==> src/shared/thermal_supervisor_pkg.sv <==
/*
  Constants, register offsets, field positions and state codes for the
  thermal supervisor. Assumes an APB master with 32-bit data and byte addresses.
*/
package thermal_supervisor_pkg;
  localparam int          ADDR_W     = 8;
  localparam logic [7:0]  A_TOP      = 8'h00;
  localparam logic [7:0]  A_CFG      = 8'h04;
  localparam logic [7:0]  A_SEV      = 8'h08;
  localparam logic [7:0]  A_MOD      = 8'h0c;
  localparam logic [7:0]  A_REGU     = 8'h10;
  localparam logic [7:0]  A_MON      = 8'h14;
  localparam logic [7:0]  A_MISC     = 8'h18;
  localparam logic [7:0]  A_START    = 8'h1c;
  localparam logic [7:0]  A_PIN      = 8'h20;
  localparam logic [7:0]  A_FSM      = 8'h24;
  localparam logic [7:0]  A_STAT     = 8'h28;
  // Configuration bits
  localparam int          CFG_LP     = 0;
  localparam int          CFG_SEL    = 1;
  localparam logic [1:0]  CFG_RST    = 2'h0;
  // Comparator bits per detection module
  localparam int          TC_W130    = 0;
  localparam int          TC_W140    = 1;
  localparam int          TC_ORD     = 2;
  localparam int          TC_IMM     = 3;
  localparam int          TC_PER     = 4;
  localparam int          N_MODULE   = 2;
  // Flag fields
  localparam int          SEV_HEAT   = 0;
  localparam int          SEV_W      = 3;
  localparam int          MOD_HEAT   = 0;
  localparam int          MOD_W      = 6;
  localparam int          REG_PER    = 4;
  localparam int          MON_W      = 9;
  localparam int          MISC_ERR   = 0;
  localparam int          MISC_WARN  = 1;
  localparam int          MISC_BUILT_IN_SELF_TEST  = 2;
  localparam int          MISC_CLK   = 3;
  localparam int          MISC_W     = 4;
  localparam int          START_W    = 2;
  // Category summary bits
  localparam int          TOP_SEV    = 0;
  localparam int          TOP_MOD    = 1;
  localparam int          TOP_REGU   = 2;
  localparam int          TOP_MON    = 3;
  localparam int          TOP_MISC   = 4;
  localparam int          TOP_START  = 5;
  localparam int          TOP_PIN    = 6;
  localparam int          TOP_FSM    = 7;
  localparam int          TOP_W      = 8;
  // Status bits
  localparam int          ST_SUP     = 0;
  localparam int          ST_ONE     = 1;
  localparam int          ST_WARN    = 2;
  localparam int          ST_REC_ORD = 3;
  localparam int          ST_REC_IMM = 4;
  localparam int          ST_BLOCK   = 5;
  localparam int          ST_SAFE    = 6;
  typedef enum logic [3:0] {
    S_RUN  = 4'b0001,
    S_ORD  = 4'b0010,
    S_IMM  = 4'b0100,
    S_HOLD = 4'b1000
  } shut_state_t;
endpackage

==> src/verilog/thermal_supervisor.sv <==
/*
  Thermal supervision, shutdown sequencing and grouped interrupt flags with
  an APB register slave. Assumes comparator and pin inputs are asynchronous,
  while error sources, mode levels and sequencer answers come from logic on clk.
*/
// Summary of operation
// - Supervise whenever a regulator runs in mission
// - No supervision in low-power standby
// - Two modules; warning precedes any shutdown
// - Low-power mode, all cool: poll one module
// - Rise in polled module wakes all modules
// - One bit selects the warning threshold
// - Above threshold sets the thermal warning flag
// - Warning decision has no hysteresis
// - Orderly level: flag, moderate error, sequenced off
// - Immediate level first: flag, severe, instant off
// - Record shutdown when switch-off begins
// - No restart until below warning threshold
// - Summary register names the active category
// - Severe group forces instant off, recovery
// - Moderate group forces orderly off, recovery
// - Regulator flags: over/under, short, overcurrent
// - Monitor flags for both inputs and supply
// - Miscellaneous flags never cause shutdown
// - Start-up source flags
// - Rise and fall flags per pin
// - Flag errors that change mission state
// - One active-low interrupt; write one clears
`timescale 1ns/1ps
module thermal_supervisor
  import thermal_supervisor_pkg::*;
#(
  parameter int unsigned N_BUCK = 4,
  parameter int unsigned N_GPIO = 10
) (
  input  wire logic                          clk,               // 25 MHz clock
  input  wire logic                          rst_n,             // Async reset
  input  wire logic                          psel,              // APB select
  input  wire logic                          penable,           // APB enable
  input  wire logic                          pwrite,            // APB direction
  input  wire logic [thermal_supervisor_pkg::ADDR_W-1:0] paddr, // APB address
  input  wire logic [31:0]                   pwdata,            // APB write data
  output logic      [31:0]                   prdata,            // APB read data
  output logic                               pready,            // APB ready
  output logic                               pslverr,           // APB error
  input  wire logic                          mission,           // Mission state
  input  wire logic                          standby,           // Low-power standby
  input  wire logic [N_BUCK-1:0]             buck_en,           // Regulator enables
  input  wire logic [7:0]                    temp_cmp,          // Comparators, async
  input  wire logic                          seq_done,          // Shutdown finished
  input  wire logic                          restart_req,       // Restart request
  input  wire logic [SEV_W-2:0]              severe_src,        // Seq err, supply OV
  input  wire logic [MOD_W-2:0]              moderate_src,      // Moderate sources
  input  wire logic [REG_PER*N_BUCK-1:0]     regulator_src,     // OV,UV,SC,OVERCURRENT_CONDITION each
  input  wire logic [MON_W-1:0]              monitor_src,       // OV,UV,RV x3
  input  wire logic                          wdog_esm_err,      // Watchdog/ESM error
  input  wire logic                          built_in_self_test_pass,         // Self-test passed
  input  wire logic                          ext_clk_ok,        // Sync clock present
  input  wire logic [START_W-1:0]            startup_src,       // First supply, pin
  input  wire logic [N_GPIO-1:0]             gpio_in,           // Pins, async
  output logic [N_MODULE-1:0]                sensor_enable,     // Module enables
  output logic                               moderate_error,    // Moderate pulse
  output logic                               severe_error,      // Severe pulse
  output logic                               orderly_off,       // Sequenced off
  output logic                               immediate_off,     // Instant off
  output logic                               pulldown_en,       // Rail discharge
  output logic                               safe_recovery,     // Recovery state
  output logic                               restart_blocked,   // Too hot to restart
  output logic                               interrupt_out_n    // Interrupt, low
);
  localparam int RW = REG_PER * N_BUCK;
  localparam int PW = 2 * N_GPIO;

  if (N_BUCK < 1 || N_BUCK > 6 || N_GPIO < 1 || N_GPIO > 16) begin : g_chk
    $error("thermal_supervisor: unsupported parameter values");
  end

  typedef struct packed {
    shut_state_t         st;
    logic [7:0]          t_s1;
    logic [7:0]          t_s2;
    logic [N_GPIO-1:0]   g_s1;
    logic [N_GPIO-1:0]   g_s2;
    logic [N_GPIO-1:0]   g_prev;
    logic [1:0]          cfg;
    logic                poll_one;
    logic [N_MODULE-1:0] sens_en;
    logic [SEV_W-1:0]    sev;
    logic [MOD_W-1:0]    mdr;
    logic [RW-1:0]       regu;
    logic [MON_W-1:0]    mon;
    logic [MISC_W-1:0]   misc;
    logic [START_W-1:0]  start;
    logic [PW-1:0]       pin;
    logic                fsm;
    logic [1:0]          rec;
    logic                trip;
    logic                blocked;
    logic                sev_err;
    logic                mod_err;
    logic                int_n;
    logic                pready;
    logic                pslverr;
    logic [31:0]         prdata;
  } state_t;

  state_t s_reg;
  state_t s_next;

  logic [N_MODULE-1:0] warn_m;
  logic [N_MODULE-1:0] ord_m;
  logic [N_MODULE-1:0] imm_m;
  logic                active;
  logic                warn;
  logic                ord_t;
  logic                imm_t;
  logic                sev_ev;
  logic                mod_ev;
  logic                wr;
  logic                rd;
  logic                hit;
  logic [31:0]         rdata;
  logic [31:0]         clr;
  logic [TOP_W-1:0]    top;
  logic [31:0]         status;

  always_comb begin
    s_next = s_reg;
    // Two-stage synchronisers
    s_next.t_s1 = temp_cmp;
    s_next.t_s2 = s_reg.t_s1;
    s_next.g_s1 = gpio_in;
    s_next.g_s2 = s_reg.g_s1;
    s_next.g_prev = s_reg.g_s2;

    active = mission & ~standby & (|buck_en);
    for (int k = 0; k < N_MODULE; k++) begin
      warn_m[k] = s_reg.sens_en[k] & (s_reg.cfg[CFG_SEL] ? s_reg.t_s2[TC_PER*k + TC_W140]
                                                         : s_reg.t_s2[TC_PER*k + TC_W130]);
      ord_m[k] = s_reg.sens_en[k] & s_reg.t_s2[TC_PER*k + TC_ORD];
      imm_m[k] = s_reg.sens_en[k] & s_reg.t_s2[TC_PER*k + TC_IMM];
    end
    warn = |warn_m;
    ord_t = active & (|ord_m) & s_reg.st[0];
    imm_t = active & (|imm_m) & ~s_reg.st[3];
    sev_ev = imm_t | ((|severe_src) & ~s_reg.st[3]);
    mod_ev = ord_t | ((|moderate_src) & s_reg.st[0]);

    // Low-power polling of module zero only
    if (!active || !s_reg.cfg[CFG_LP]) begin
      s_next.poll_one = 1'b0;
    end else if (s_reg.poll_one) begin
      s_next.poll_one = ~warn_m[0];
    end else begin
      s_next.poll_one = ~warn;
    end
    s_next.sens_en[0] = active | (s_reg.st[3] & s_reg.trip);
    s_next.sens_en[1] = (active & ~s_next.poll_one) | (s_reg.st[3] & s_reg.trip);

    // Shutdown sequencing
    s_next.sev_err = 1'b0;
    s_next.mod_err = 1'b0;
    case (s_reg.st)
      S_RUN: begin
        if (sev_ev) begin
          s_next.st = S_IMM;
          s_next.sev_err = 1'b1;
        end else if (mod_ev) begin
          s_next.st = S_ORD;
          s_next.mod_err = 1'b1;
        end
      end
      S_ORD: begin
        if (sev_ev) begin
          s_next.st = S_IMM;
          s_next.sev_err = 1'b1;
        end else if (seq_done) begin
          s_next.st = S_HOLD;
        end
      end
      S_IMM: begin
        s_next.st = S_HOLD;
      end
      S_HOLD: begin
        if (restart_req && !(s_reg.trip && warn)) begin
          s_next.st = S_RUN;
          s_next.trip = 1'b0;
        end
      end
      default: begin
        s_next.st = S_HOLD;
      end
    endcase
    s_next.blocked = s_reg.st[3] & s_reg.trip & warn;

    // APB access
    wr = psel & penable & s_reg.pready & pwrite;
    rd = psel & ~penable;
    hit = 1'b1;
    top = '0;
    top[TOP_SEV] = |s_reg.sev;
    top[TOP_MOD] = |s_reg.mdr;
    top[TOP_REGU] = |s_reg.regu;
    top[TOP_MON] = |s_reg.mon;
    top[TOP_MISC] = |s_reg.misc;
    top[TOP_START] = |s_reg.start;
    top[TOP_PIN] = |s_reg.pin;
    top[TOP_FSM] = s_reg.fsm;
    status = '0;
    status[ST_SUP] = active;
    status[ST_ONE] = s_reg.poll_one;
    status[ST_WARN] = warn;
    status[ST_REC_ORD] = s_reg.rec[0];
    status[ST_REC_IMM] = s_reg.rec[1];
    status[ST_BLOCK] = s_reg.blocked;
    status[ST_SAFE] = s_reg.st[3];
    case (paddr)
      A_TOP: rdata = 32'(top);
      A_CFG: rdata = 32'(s_reg.cfg);
      A_SEV: rdata = 32'(s_reg.sev);
      A_MOD: rdata = 32'(s_reg.mdr);
      A_REGU: rdata = 32'(s_reg.regu);
      A_MON: rdata = 32'(s_reg.mon);
      A_MISC: rdata = 32'(s_reg.misc);
      A_START: rdata = 32'(s_reg.start);
      A_PIN: rdata = 32'(s_reg.pin);
      A_FSM: rdata = 32'(s_reg.fsm);
      A_STAT: rdata = status;
      default: begin
        rdata = '0;
        hit = 1'b0;
      end
    endcase
    s_next.pready = rd;
    s_next.pslverr = rd & ~hit;
    if (rd) begin
      s_next.prdata = pwrite ? '0 : rdata;
    end
    if (wr && paddr == A_CFG) begin
      s_next.cfg = pwdata[1:0];
    end

    // Sticky flags: write one clears, a new event wins
    clr = wr ? pwdata : '0;
    s_next.sev = (s_reg.sev & ~(paddr == A_SEV ? clr[SEV_W-1:0] : '0))
               | {severe_src, imm_t & ~s_reg.st[2]};
    s_next.mdr = (s_reg.mdr & ~(paddr == A_MOD ? clr[MOD_W-1:0] : '0))
               | {moderate_src, ord_t};
    s_next.regu = (s_reg.regu & ~(paddr == A_REGU ? clr[RW-1:0] : '0))
                | regulator_src;
    s_next.mon = (s_reg.mon & ~(paddr == A_MON ? clr[MON_W-1:0] : '0))
               | monitor_src;
    s_next.misc = s_reg.misc & ~(paddr == A_MISC ? clr[MISC_W-1:0] : '0);
    s_next.misc[MISC_ERR] = s_next.misc[MISC_ERR] | wdog_esm_err;
    s_next.misc[MISC_WARN] = s_next.misc[MISC_WARN] | (active & warn);
    s_next.misc[MISC_BUILT_IN_SELF_TEST] = s_next.misc[MISC_BUILT_IN_SELF_TEST] | built_in_self_test_pass;
    s_next.misc[MISC_CLK] = s_next.misc[MISC_CLK] | ext_clk_ok;
    s_next.start = (s_reg.start & ~(paddr == A_START ? clr[START_W-1:0] : '0))
                 | startup_src;
    s_next.pin = (s_reg.pin & ~(paddr == A_PIN ? clr[PW-1:0] : '0))
               | {~s_reg.g_s2 & s_reg.g_prev, s_reg.g_s2 & ~s_reg.g_prev};
    s_next.fsm = (s_reg.fsm & ~(paddr == A_FSM && clr[0]))
               | (s_reg.st[0] & (sev_ev | mod_ev));
    s_next.rec = (s_reg.rec & ~(paddr == A_STAT ? clr[ST_REC_IMM:ST_REC_ORD] : 2'h0))
               | {imm_t & ~s_reg.st[2], ord_t & ~sev_ev};
    if (imm_t || ord_t) begin
      s_next.trip = 1'b1;
    end

    s_next.int_n = ~(|{s_next.sev, s_next.mdr, s_next.regu, s_next.mon, s_next.misc,
                       s_next.start, s_next.pin, s_next.fsm});
  end

  always_ff @(posedge clk or negedge rst_n) begin
    if (!rst_n) begin
      s_reg <= '0;
      s_reg.st <= S_RUN;
      s_reg.cfg <= CFG_RST;
      s_reg.int_n <= 1'b1;
    end else begin
      s_reg <= s_next;
    end
  end

  assign prdata          = s_reg.prdata;
  assign pready          = s_reg.pready;
  assign pslverr         = s_reg.pslverr;
  assign sensor_enable   = s_reg.sens_en;
  assign moderate_error  = s_reg.mod_err;
  assign severe_error    = s_reg.sev_err;
  assign orderly_off     = s_reg.st[1];
  assign immediate_off   = s_reg.st[2];
  assign pulldown_en     = s_reg.st[2];
  assign safe_recovery   = s_reg.st[3];
  assign restart_blocked = s_reg.blocked;
  assign interrupt_out_n = s_reg.int_n;
endmodule // thermal_supervisor

==> config.mk <==
export PLATFORM = sky130hd
export DESIGN_NAME = thermal_supervisor
export DESIGN_NICKNAME = d
export VERILOG_FILES = /design/src/shared/thermal_supervisor_pkg.sv /design/src/verilog/thermal_supervisor.sv
export SDC_FILE = /design/constraint.sdc
export NUM_CORES = 1
export LEC_CHECK = 0
export CORE_MARGIN = 2
export CORE_UTILIZATION = 30
export CTS_BUF_LIST = sky130_fd_sc_hd__clkbuf_2
export DETAILED_ROUTE_END_ITERATION = 8
export DONT_BUFFER_PORTS = 1
export GPL_TIMING_DRIVEN = 0
export PLACE_DENSITY = 0.42
export SYNTH_ARGS = -nofsm -noshare
export SYNTH_HDL_FRONTEND = slang
export SYNTH_SLANG_ARGS = --single-unit
==> constraint.sdc <==
create_clock -name clk -period 4.5 [get_ports clk]
set_clock_uncertainty 0.1 [all_clocks]
set_input_delay 0.9 -clock clk [delete_from_list [all_inputs] [get_ports clk]]
set_output_delay 0.9 -clock clk [all_outputs]
set_load 0.03 [all_outputs]
# Word-level counts from Yosys, hierarchy flattened
# Index checks and enable logic that the tools add are counted.
dict set report word_totals {
  reg_bits 157
  output_inout_bits 44
}
dict set report classes {
  eq_ne 16
  muxes 30
  bitwise_logic 75
  n_reduce_logical 30
}
# cell n
set ops {}
lappend ops {{20-bit one-hot mux with 11 select lines} 1}
lappend ops {{61-bit OR reduction} 1}
lappend ops {{20-bit two-way mux} 2}
lappend ops {{8-bit by 5-bit == test with 1-bit output, second input constant} 4}
lappend ops {{32-bit two-way mux} 1}
lappend ops {{1-bit AND} 27}
lappend ops {{8-bit by 6-bit == test with 1-bit output, second input constant} 3}
lappend ops {{4-bit two-way mux} 6}
lappend ops {{10-bit AND} 2}
lappend ops {{20-bit AND} 1}
lappend ops {{10-bit NOT} 2}
lappend ops {{20-bit NOT} 1}
lappend ops {{20-bit bitwise OR} 1}
lappend ops {{20-bit OR reduction} 1}
lappend ops {{16-bit AND} 1}
lappend ops {{8-bit by 4-bit == test with 1-bit output, second input constant} 2}
lappend ops {{16-bit two-way mux} 1}
lappend ops {{16-bit NOT} 1}
lappend ops {{16-bit bitwise OR} 1}
lappend ops {{16-bit OR reduction} 1}
lappend ops {{1-bit two-way mux} 13}
lappend ops {{4-bit one-hot mux with 3 select lines} 1}
lappend ops {{2-bit OR reduction} 6}
lappend ops {{1-bit NOT} 11}
lappend ops {{38 further kinds} 60}

# Longest topological paths before layout
dict set report logic_depth {
  ltp_word 11
  depth_mapped 9
  depth_no_buf 6
}

# Worst setup path before layout
# Ideal clock, no wire load.
dict set report synth_path {
  path_type {input port to flip-flop}
  start {input psel}
  end {register s_reg, in the netlist interrupt_out_n}
  t_arrival_ps 2639
  required_time_ps 4337
  setup_slack_ps 1698
  cell_stages 9
  path_cell_list {and4_1 > buf_2 > buf_1 > buf_1 > nand4_1 > a2bb2oi_1 > nand4_1 > nor4_1 > and4_1}
}
# item line_no
set synth_rtl {}
lappend synth_rtl {{start, declared} thermal_supervisor.sv:38} ;# input wire logic psel,
lappend synth_rtl {{end signal, assigned} thermal_supervisor.sv:281} ;# s_reg <= s_next;
lappend synth_rtl {{end, declared} thermal_supervisor.sv:107} ;# state_t s_reg;

==> impl_metrics.json <==
{
  "synth_edf_count": 0,
  "wl_per_cell_um": 24.89,
  "final_cells": 923,
  "synth_top_family_by_area": "simple AND/OR/NAND/NOR gates",
  "crit_type": "register to register",
  "cts_buffer_depth": 2,
  "area_delta_synth_final_pct": 12.69,
  "muxShareOfSynthArea_pct": 0.6919,
  "postCtsSetupRepairBufs": 0,
  "postSynthAreaPerCell_um2": 11.13,
  "synth.top_cells.by_area": "dfrtp_1 (55%), nand4_1 (4.7%), buf_4 (4.4%)",
  "overflow": 0,
  "rsz0062_at_grt": "false",
  "ir_drop_mv": 0.1601,
  "synth_seq_area_share_pct": 55.78,
  "die_w_um": 151.3,
  "outcome": "completed",
  "crit_buf_inv": 3,
  "yosys.area_share.adder_pct": 0,
  "startpoint_type": "register",
  "synth_seq_cells": 145,
  "num_rows": 53,
  "path_common_cell": "buf_2",
  "place.detailed.hpwl_um": 17150,
  "yosys_warnings": 0,
  "firstDrtPassIters": 5,
  "max_freq_ghz": 0.2709,
  "period_share_pct": 82.03,
  "place_congestion": 0.9082,
  "synth_top_area_share_pct": 54.97,
  "num_io_pins": 152,
  "cp_max_fo": 10,
  "ant_nets": 0,
  "crit_chain": "and4_1 > buf_2 > buf_2 > buf_2 > nand4_1 > a2111oi_0 > nand4b_1 > nor4_1 > and4_1",
  "power_leakage_nw": 2.927,
  "synth_flop_cell": "dfrtp_1",
  "ctsResizeCount": 0,
  "dieArea_mm2": 0.02289,
  "largest_reg_flops": 86,
  "antenna_found_initial": 2,
  "route.vias.total": 5118,
  "cp.required_ns": 5.08,
  "grt_pass1_vias": 5094,
  "io_buffers": 0,
  "top_layer_used": "met4",
  "finalHoldViolCount": 0,
  "most-common-layout-cells": "dfrtp_1 (143), nand4_1 (49), buf_4 (38)",
  "worstMarginPinSlew_ns": 0.9429,
  "syn_area_mm2": 0.006510,
  "min_period_ns": 3.691,
  "viasPerCell": 5.545,
  "dr_wl_met3_um": 1943,
  "grt_pass1_wl_um": 33510,
  "clk_pin_slew_ns": 0.22,
  "crit_family": "simple AND/OR/NAND/NOR gates",
  "final_max_slew_viol_count": 0,
  "hold_buffers": 12,
  "synthCells": 585,
  "yosysTopAreaCell": "dfrtp_1",
  "insertion_delay_ns": 0.73,
  "drc_errors": 0,
  "placedCellCount": 871,
  "arrival_ns": 4.27,
  "synthArstFlopShare_pct": 100.0,
  "track_usage_pct": 20.49,
  "fin_nets": 742,
  "initial_core_util_pct": 30.77,
  "grt_max_degree": 146,
  "die_h_um": 151.3,
  "synth_cell_types": 52,
  "power_density_mw_per_mm2": 335.7,
  "cts_tree": "done",
  "cts_root_buffer": "clkbuf_2",
  "drive_gt1_share_pct": 15.79,
  "wl_met2_um": 10260,
  "endpoint_kind": "register",
  "drv_cap": 0,
  "hold_class": "input pin to register",
  "layout_commonest_cell": "dfrtp_1",
  "synthSimpleGateAreaFrac_pct": 18.41,
  "drt_iter0_drc": 511,
  "synth-xor-area-share_pct": 0,
  "cts.sinks": 145,
  "synth-compound-area-share_pct": 16.80,
  "tns_ns": 0,
  "cts_made_buffers": 17,
  "relSlewSlack_pct": 35.52,
  "slowest_delay_ns": 0.90,
  "cpMaxStageDelayCell": "a2111oi_0",
  "wl_met1_um": 10130,
  "ctsHtreeMaxLevel": 4,
  "setup_viol": 0,
  "finalWirelength_um": 22980,
  "coreArea_mm2": 0.02115
}
==> cell type report <==
cell class	count	area [um^2]
Fill cell	2163	13820
Sequential cell	145	3631
Multi-Input combinational cell	352	2382
Buffer	66	414.1
Tap cell	275	344.1
Timing Repair Buffer	19	207.7
Clock inverter	13	137.6
Inverter	33	123.9
Clock buffer	18	90.09
Antenna cell	2	5.005
==> power breakdown <==
part | switching (mW) | total (mW) | internal [mW]
Clock | 0.504 | 0.758 | 0.254
Combinational | 0.166 | 0.262 | 0.0963
Sequential | 0.0734 | 1.44 | 1.37
==> logic make-up after synthesis <==
group | count (synthesis)
AOI/OAI and AO/OA | 141
buffers and inverters | 99
DFF | 145
muxes | 4
other | 1
and+or+nand+nor | 195
==> worst paths after layout <==
check	start	to	slack [ns]	depth (start not counted)
setup / recovery	pready	interrupt_out_n	0.81	9
hold / removal	gpio_in[5]	s_next[122]	0.08	0
setup reg to reg	pready	interrupt_out_n	0.81	9
hold reg to reg	s_next[124]	s_next[114]	0.26	0
max in group asynchronous	rst_n	prdata[3]	3.01	2
min in group asynchronous	rst_n	s_reg[140]	0.65	2
==> metrics by stage <==
stage | instance area [um^2] | hold slack [ns] | util [%] | setup WS [ns] | power (mW)
2_1_floorplan | 6551 | 0.2312 | - | 1.698 | 1.619
3_3_place_gp | 6895 | 0.2315 | 32.60 | 0.4281 | 1.688
3_5_place_dp | 6895 | 0.2347 | 32.60 | 0.4949 | 1.690
4_1_cts | 7261 | 0.002160 | 34.32 | 0.7425 | 2.490
5_1_grt | 7336 | 0.02745 | 34.68 | 0.5858 | 2.582
6_report | 7336 | 0.07877 | 34.68 | 0.8088 | 2.462
==> cells in the mapped netlist (all sizes together) (2+ instances only) <==
cell type,count
inv,33
or2,4
or3,5
and4,2
dfrtp,143
nor3,4
a21oi,7
buf,54
o22ai,2
nor4,19
a2bb2oi,6
nand3,15
clkbuf,12
nor2b,14
mux2,4
a22o,19
nor4b,4
or4bb,2
a2111oi,5
a222oi,9
nand2b,5
a41oi,17
o21ai,19
nand2,24
or4,8
a31oi,2
dfstp,2
a221oi,5
and2,13
nor2,25
a21o,26
a22oi,16
nand4,49
==> routing by layer <==
layer | GRT usage, % | vias to the layer above
li1 | - | 2269
met1 | 28.82 | 2583
met2 | 30.16 | 229
met3 | 5.422 | 37
met4 | 7.757 | 0
met5 | 0 | -
No activity file was read; power rests on OpenSTA's default activity.
